==> config.mk <==
export PLATFORM = sky130hd
export DESIGN_NAME = misc_io_power_control
export DESIGN_NICKNAME = d
export VERILOG_FILES = /design/src/shared/misc_io_pkg.sv /design/src/design/sync_edge.sv /design/src/design/misc_io_power_control.sv
export SDC_FILE = /design/constraint.sdc
export NUM_CORES = 1
export LEC_CHECK = 0
export BUFFER_PORTS_ARGS = -buffer_cell sky130_fd_sc_hd__buf_2
export CORE_UTILIZATION = 40
export CTS_BUF_LIST = sky130_fd_sc_hd__clkbuf_4 sky130_fd_sc_hd__clkbuf_8 sky130_fd_sc_hd__clkbuf_16
export DETAILED_ROUTE_END_ITERATION = 16
export PLACE_DENSITY = 0.7
export SETUP_SLACK_MARGIN = 0.5
export SYNTH_ARGS = -nofsm -noshare
export SYNTH_HDL_FRONTEND = slang
export SYNTH_SLANG_ARGS = --single-unit
==> constraint.sdc <==
create_clock -name clk_i -period 5.61 [get_ports clk_i]
set_input_delay 0.2805 -clock clk_i [delete_from_list [all_inputs] [get_ports clk_i]]
set_output_delay 0.2805 -clock clk_i [all_outputs]
set_load 0.05 [all_outputs]
==> src/shared/misc_io_pkg.sv <==
package misc_io_pkg;
  // Chip reset must be seen low on this many consecutive clocks.
  localparam int unsigned RESET_HOLD_CYCLES = 2;
  // Bus clock divisor encodings (system clock /2, /3, /5, /6).
  localparam logic [1:0] DIV_SEL_2 = 2'h0;
  localparam logic [1:0] DIV_SEL_3 = 2'h1;
  localparam logic [1:0] DIV_SEL_5 = 2'h2;
  localparam logic [1:0] DIV_SEL_6 = 2'h3;
  localparam logic [2:0] DIV_VAL_2 = 3'h2;
  localparam logic [2:0] DIV_VAL_3 = 3'h3;
  localparam logic [2:0] DIV_VAL_5 = 3'h5;
  localparam logic [2:0] DIV_VAL_6 = 3'h6;
  // Tone: slow-clock ticks per half period of the piezo square wave (about 1 kHz).
  localparam logic [4:0] TONE_HALF_TICKS = 5'h10;
  // Beep cadence in half-tone periods: on time and off time.
  localparam logic [9:0] BEEP_ON_HALVES  = 10'h0c8;
  localparam logic [9:0] BEEP_OFF_HALVES = 10'h0c8;
  // Output-pin mode encodings per pin: 0 = general purpose level, 1 = strobe/select.
  localparam logic MODE_GPO = 1'b0;
  localparam logic MODE_FN  = 1'b1;
endpackage

==> src/design/sync_edge.sv <==
`timescale 1ns/1ps
// Two-flop synchroniser with a rising-edge pulse taken from the second stage.
module sync_edge
  import misc_io_pkg::*;
(
  // Clock and reset.
  input  wire logic clk_i,
  input  wire logic arst_n_i,
  // Data.
  input  wire logic d_i,
  input  wire logic rst_val_i,
  output logic      q_o,
  output logic      rise_o
);
  typedef struct packed {
    logic s1;
    logic s2;
    logic s3;
  } state_s;
  state_s st;
  state_s next_st;

  always_comb begin
    next_st    = st;
    next_st.s1 = d_i;
    next_st.s2 = st.s1;
    next_st.s3 = st.s2;
  end

  always_ff @(posedge clk_i or negedge arst_n_i) begin
    if (!arst_n_i) begin
      st <= '0;
    end else begin
      st <= next_st;
    end
  end

  assign q_o    = st.s2;
  assign rise_o = st.s2 & ~st.s3;
  // rst_val_i is unused by design; kept zero-width-safe for uniform instances.
  logic unused;
  assign unused = rst_val_i;
endmodule

==> src/design/misc_io_power_control.sv <==
`timescale 1ns/1ps
// How it works
// Chip reset low for two synchronised clocks returns all state to defaults.
// Battery-low held low makes the tone output beep.
// Four general inputs are latched into an input register for the host.
// Each latch pulse output is either a level output or a strobe.
// Third latch pulse output may instead act as automatic power control.
// Each select output is either a level output or a chip select.
// Tone and watchdog timing come from the slow oscillator clock only.
// Chain-active output follows this device's selection one clock later, and is held low during soft reset.
// Identity-query output goes low while a product-id request is active.
// Supply detect low disables every output driver; high enables them.
// Test input exposes buried counter chains; normally held low.
// Bus clock output is the system clock divided by the programmed divisor.
// After reset the device is in pass-through, chain-active low.
// Chip reset and battery-low are synchronised before use.
module misc_io_power_control
  import misc_io_pkg::*;
(
  // Clock and reset.
  input  wire logic       clk_i,
  input  wire logic       arst_n_i,
  // Pins from the peripheral system.
  input  wire logic       chip_reset_n_i,
  input  wire logic       battery_low_n_i,
  input  wire logic [3:0] gp_in_i,
  input  wire logic       slow_osc_in_i,
  input  wire logic       supply_detect_i,
  input  wire logic       test_i,
  // Control from the protocol and register logic.
  input  wire logic       chain_selected_i,
  input  wire logic       id_query_i,
  input  wire logic [2:0] pulse_mode_i,
  input  wire logic [2:0] pulse_level_i,
  input  wire logic [2:0] pulse_strobe_i,
  input  wire logic       auto_power_en_i,
  input  wire logic       power_down_req_i,
  input  wire logic [3:0] select_mode_i,
  input  wire logic [3:0] select_level_i,
  input  wire logic [3:0] select_strobe_i,
  input  wire logic [1:0] div_sel_i,
  input  wire logic       watchdog_beep_i,
  // Status to the register logic.
  output logic [3:0]      input_reg_o,
  output logic            soft_reset_o,
  output logic [15:0]     test_count_o,
  // Pins to the peripheral system.
  output logic            tone_o,
  output logic            tone_oe_o,
  output logic [2:0]      latch_pulse_outs_n_o,
  output logic [2:0]      latch_pulse_oe_o,
  output logic [3:0]      select_outs_n_o,
  output logic [3:0]      select_oe_o,
  output logic            chain_active_out_o,
  output logic            ident_query_out_n_o,
  output logic            bus_clock_o,
  output logic            misc_oe_o
);
  logic rst_q;
  logic bat_q;
  logic osc_rise;

  // Chip reset, battery-low and the slow oscillator pass a two-flop stage before any logic sees them.
  sync_edge u_sync_rst (
    .clk_i     (clk_i),
    .arst_n_i  (arst_n_i),
    .d_i       (~chip_reset_n_i),
    .rst_val_i (1'b0),
    .q_o       (rst_q),
    .rise_o    ()
  );
  sync_edge u_sync_bat (
    .clk_i     (clk_i),
    .arst_n_i  (arst_n_i),
    .d_i       (~battery_low_n_i),
    .rst_val_i (1'b0),
    .q_o       (bat_q),
    .rise_o    ()
  );
  // The slow oscillator is sampled; its rising edge is the tone time base.
  sync_edge u_sync_osc (
    .clk_i     (clk_i),
    .arst_n_i  (arst_n_i),
    .d_i       (slow_osc_in_i),
    .rst_val_i (1'b0),
    .q_o       (),
    .rise_o    (osc_rise)
  );

  typedef enum logic [1:0] {
    BEEP_IDLE = 2'b00,
    BEEP_ON   = 2'b01,
    BEEP_OFF  = 2'b11
  } beep_e;

  typedef struct packed {
    logic        rst_seen;
    logic        soft_reset;
    logic [3:0]  input_reg;
    beep_e       beep;
    logic [4:0]  tone_tick;
    logic        tone_wave;
    logic [9:0]  halves;
    logic        tone;
    logic [2:0]  pulse_n;
    logic [3:0]  select_n;
    logic        chain_active;
    logic        ident_n;
    logic [2:0]  div_cnt;
    logic        bus_clock;
    logic        oe;
    logic [15:0] test_count;
  } state_s;

  state_s st;
  state_s next_st;

  function automatic logic [2:0] div_value(input logic [1:0] sel);
    case (sel)
      DIV_SEL_2: div_value = DIV_VAL_2;
      DIV_SEL_3: div_value = DIV_VAL_3;
      DIV_SEL_5: div_value = DIV_VAL_5;
      DIV_SEL_6: div_value = DIV_VAL_6;
      default:   div_value = DIV_VAL_2;
    endcase
  endfunction

  always_comb begin
    logic [2:0] div;
    logic       beeping;
    div     = div_value(div_sel_i);
    beeping = bat_q | watchdog_beep_i;
    next_st = st;

    next_st.rst_seen   = rst_q;
    // Two consecutive low samples after the synchroniser make a reset.
    next_st.soft_reset = rst_q & st.rst_seen;

    next_st.input_reg = gp_in_i;

    // Tone square wave advances only on slow-oscillator ticks.
    if (osc_rise) begin
      if (st.tone_tick == TONE_HALF_TICKS - 5'h01) begin
        next_st.tone_tick = '0;
        next_st.tone_wave = ~st.tone_wave;
        next_st.halves    = st.halves + 10'h001;
      end else begin
        next_st.tone_tick = st.tone_tick + 5'h01;
      end
    end

    case (st.beep)
      BEEP_IDLE: begin
        next_st.halves = '0;
        if (beeping) begin
          next_st.beep = BEEP_ON;
        end
      end
      BEEP_ON: begin
        if (st.halves >= BEEP_ON_HALVES) begin
          next_st.beep   = BEEP_OFF;
          next_st.halves = '0;
        end
      end
      BEEP_OFF: begin
        if (st.halves >= BEEP_OFF_HALVES) begin
          next_st.beep   = beeping ? BEEP_ON : BEEP_IDLE;
          next_st.halves = '0;
        end
      end
      default: next_st.beep = BEEP_IDLE;
    endcase
    next_st.tone = (st.beep == BEEP_ON) & st.tone_wave;

    for (int i = 0; i < 3; i++) begin
      next_st.pulse_n[i] = (pulse_mode_i[i] == MODE_FN) ? ~pulse_strobe_i[i]
                                                        : ~pulse_level_i[i];
    end
    // Auto-power use of the third pulse pin takes precedence over its mode.
    if (auto_power_en_i) begin
      next_st.pulse_n[2] = ~power_down_req_i;
    end
    for (int i = 0; i < 4; i++) begin
      next_st.select_n[i] = (select_mode_i[i] == MODE_FN) ? ~select_strobe_i[i]
                                                          : ~select_level_i[i];
    end

    next_st.chain_active = chain_selected_i;
    next_st.ident_n      = ~id_query_i;

    // Divider: high for the first div >> 1 clocks of each period (half, rounded down), low for the rest.
    if (st.div_cnt >= div - 3'h1) begin
      next_st.div_cnt = '0;
    end else begin
      next_st.div_cnt = st.div_cnt + 3'h1;
    end
    next_st.bus_clock = (next_st.div_cnt < (div >> 1));

    next_st.oe = supply_detect_i;

    // Buried system-clock counter only runs and shows in test mode.
    next_st.test_count = test_i ? st.test_count + 16'h0001 : 16'h0000;

    if (st.soft_reset) begin
      next_st = '0;
      next_st.pulse_n  = '1;
      next_st.select_n = '1;
      next_st.ident_n  = 1'b1;
      next_st.oe       = supply_detect_i;
      next_st.rst_seen   = rst_q;
      next_st.soft_reset = rst_q & st.rst_seen;
    end
  end

  always_ff @(posedge clk_i or negedge arst_n_i) begin
    if (!arst_n_i) begin
      st          <= '0;
      st.pulse_n  <= '1;
      st.select_n <= '1;
      st.ident_n  <= 1'b1;
      st.chain_active <= 1'b0;
    end else begin
      st <= next_st;
    end
  end

  assign input_reg_o          = st.input_reg;
  assign soft_reset_o         = st.soft_reset;
  assign test_count_o         = st.test_count;
  assign tone_o               = st.tone;
  assign latch_pulse_outs_n_o = st.pulse_n;
  assign select_outs_n_o      = st.select_n;
  assign chain_active_out_o   = st.chain_active;
  assign ident_query_out_n_o  = st.ident_n;
  assign bus_clock_o          = st.bus_clock;
  assign tone_oe_o            = st.oe;
  assign latch_pulse_oe_o     = {3{st.oe}};
  assign select_oe_o          = {4{st.oe}};
  assign misc_oe_o            = st.oe;
endmodule

==> impl_metrics.tcl <==
set metrics [dict create \
    maxCapViolCount 0 \
    yosys_warnings 0 \
    fin_nets 395 \
    ys_seq_area_share_pct 50.9 \
    timing.setup.tns_ns 0 \
    drt_iter0_markers 112 \
    final_util_pct 47.7 \
    synth-seq-cells 62 \
    boundaryPins 80 \
    end_kind "flip-flop" \
    synth_area_leader_cell "dfrtp_1" \
    syn-num-nets 345 \
    timing.rr.start "st[18]$_DFF_PN0_" \
    worst-path-max-fanout 4 \
    grt_pass1_wl_um 8630 \
    syn_area_mm2 0.00307 \
    synth_cells 293 \
    rsz0062_at_grt "false" \
    dp_hpwl_um 3700 \
    die_w_um 89.6 \
    ctsRootBufferMaster "clkbuf_8" \
    leakage_nw 1.70 \
    vias_per_cell 4.76 \
    hold_buffers 0 \
    wire_per_inst_um 11.9 \
    worst_ep_arrival_time_ns 2.44 \
    min_path_type "input port to flip-flop" \
    track_usage_pct 14.2 \
    min_path_cells 1 \
    grt_max_degree 63 \
    clk_latency_ns 0.33 \
    setup_viol 0 \
    async_flop_share_pct 100 \
    p_int_mw 0.747 \
    tightestPinTransition_ns 0.759 \
    grt_pass1_vias 1938 \
    rows 31 \
    synth_top_area_share_pct 44.0 \
    period_share_pct 38.8 \
    vdd_drop_max_uv 115 \
    netSwitchingFraction_pct 28.5 \
    drv_slew 0 \
    clock-skew-final_ns 0.00634 \
    period_needed_ns 2.18 \
    r2r-end "bus_clock_o$_DFF_PN0_" \
    globalplace.congestion 0.797 \
    cts_buffers 9 \
    startpoint_type "flip-flop" \
    crit_required_ns 5.87 \
    clock_sinks 62 \
    r2r_cells 9 \
    hold_viol_final 0 \
    drtAntennaViolNets 0 \
    yosysUniqueCellTypes 40 \
    avgSynthCellArea_um2 10.5 \
    overflow 0 \
    crit_type "flip-flop to flip-flop" \
    grt_antenna_before_repair 0 \
    cts.clk_slew.worst_paths_ns 0.07 \
    cts_tree "built" \
    pwr-share-seq_pct 47.4 \
    fmax_mhz 459 \
    syn2layout_area_growth_pct 13.9 \
    h-tree-depth 3 \
    n_antenna_cell 0 \
    postCtsSetupRepairBufs 0 \
    p_sw_mw 0.298 \
    holdPathEnd "misc_oe_o$_DFF_PN0_" \
    relSlewSlack_pct 49.4 \
    combinationalPowerShare_pct 17.9 \
    cts_resized 0 \
    p_clk_share_pct 34.7 \
    ys.flop_type "dfrtp_1" \
    outcome "finished clean" \
    clock_path_buffers 2 \
    synth_commonest_cells "dfrtp_1 (54), buf_4 (35), nor2_1 (33)" \
    synth_most_common_cell "dfrtp_1" \
    fp.dieArea_mm2 0.00802 \
    die_h_um 89.6 \
    powerDensity_mw_per_mm2 299 \
    io_buffers 79 \
    yosys-top-cells-area "dfrtp_1 (44%), buf_4 (8.6%), dfstp_2 (6.9%)" \
    r2r_slack_ns 3.43 \
    drt_wl_total_um 5340 \
    drive_above_1_share_pct 33.3 \
    coreArea_mm2 0.00733 \
    first_pass_iters 4 \
    min-delay-start "supply_detect_i" \
    vias 2129 \
    start_util_pct 41.9 \
    synth_edf_count 0 \
    drc 0 \
]
==> logic make-up (layout without fill, tap and decap cells) <==
| kind of cell | count (synthesis) | count (layout) | share of synthesized area (%) |
|---|---|---|---|
| flops | 62 | 62 | 50.9 |
| xor+xnor | 23 | 23 | 6.57 |
| fa+ha+maj | 13 | 13 | 5.30 |
| buf+inv | 54 | 109 | 10.9 |
| simple gates | 108 | 108 | 18.5 |
| compound gates | 25 | 25 | 4.98 |
| mux | 8 | 8 | 2.85 |
==> critical path: stages (launching register included) <==
cell      delay, ns
dfrtp_1        0.40
inv_1          0.06
ha_1           0.27
nand2b_1       0.14
a21o_1         0.19
a21oi_1        0.23
and2_1         0.18
ha_1           0.24
a211o_1        0.29
a21oi_1        0.11
==> cell usage in the layout, fill, tap and decap left out, types with 6 or more instances in the layout <==
cell type  synthesis  routed
dfstp_2            8       8
dfrtp_1           54      54
ha_1              13      13
nor4_1             6       6
nand2_1           16      16
buf_2              1      79
nor2_1            33      33
inv_1             13      13
clkbuf_8           0      11
o21ai_0            7       7
nand3_1           10      10
nor3_1             7       7
a21oi_1            9       9
nand4_1            7       7
mux2_2             6       6
xnor2_1           18      18
==> routing by layer <==
layer	up-vias	part of all wire (%)	track usage (%)
met2	63	45	21.7
met5	-	0	0
li1	1064	-	-
met4	0	1.3	7.36
met1	995	49	18.7
met3	7	5.5	3.47
==> layout make-up <==
cell class,count,area [um2]
repair buffers,80,403
multi-input cells,177,1170
inverters,13,48.8
clock inverters,1,5.00
clock buffers,15,181
well taps,99,124
fillers,661,3840
flip-flops and latches,62,1560
==> power groups by stage <==
stage          sequential [mW]  clock, mW  combinational (mW)
6_report                 0.495      0.362               0.187
5_1_grt                  0.499      0.397               0.212
4_1_cts                  0.495      0.375               0.191
3_5_place_dp             0.503          0               0.191
3_3_place_gp             0.502          0               0.184
2_1_floorplan            0.517          0               0.132
==> stage by stage <==
step | power [mW] | std cells | setup WS, ns | hold slack [ns] | cell area, um2
finish | 1.04 | 447 | 3.43 | 0.0548 | 3490
CTS | 1.06 | 447 | 3.42 | 0.0378 | 3490
global placement | 0.686 | 431 | 3.27 | 0.336 | 3310
detailed placement | 0.694 | 431 | 3.14 | 0.336 | 3310
global route | 1.11 | 447 | 3.28 | 0.0423 | 3490
floorplan | 0.650 | 293 | 3.45 | -0.0151 | 3070
==> flip-flops by register name, summed over array words and instances (netlist names), 3 cells and up <==
register / flops
st: 22
input_reg_o: 4
select_outs_n_o: 4
latch_pulse_outs_n_o: 3
test_count_o: 16
==> worst max path at each step <==
| stage | end | from | cells past startpoint | slack, ns |
|---|---|---|---|---|
| finish | bus_clock_o$_DFF_PN0_ | st[18]$_DFF_PN0_ | 9 | 3.43 |
| global route | bus_clock_o$_DFF_PN0_ | st[18]$_DFF_PN0_ | 9 | 3.28 |
| CTS | bus_clock_o$_DFF_PN0_ | st[18]$_DFF_PN0_ | 9 | 3.42 |
| detailed placement | bus_clock_o$_DFF_PN0_ | div_sel_i[0] | 11 | 3.14 |
| global placement | bus_clock_o$_DFF_PN0_ | div_sel_i[0] | 11 | 3.27 |
| floorplan | bus_clock_o$_DFF_PN0_ | div_sel_i[0] | 10 | 3.45 |
(Power assumes the default switching activity.)
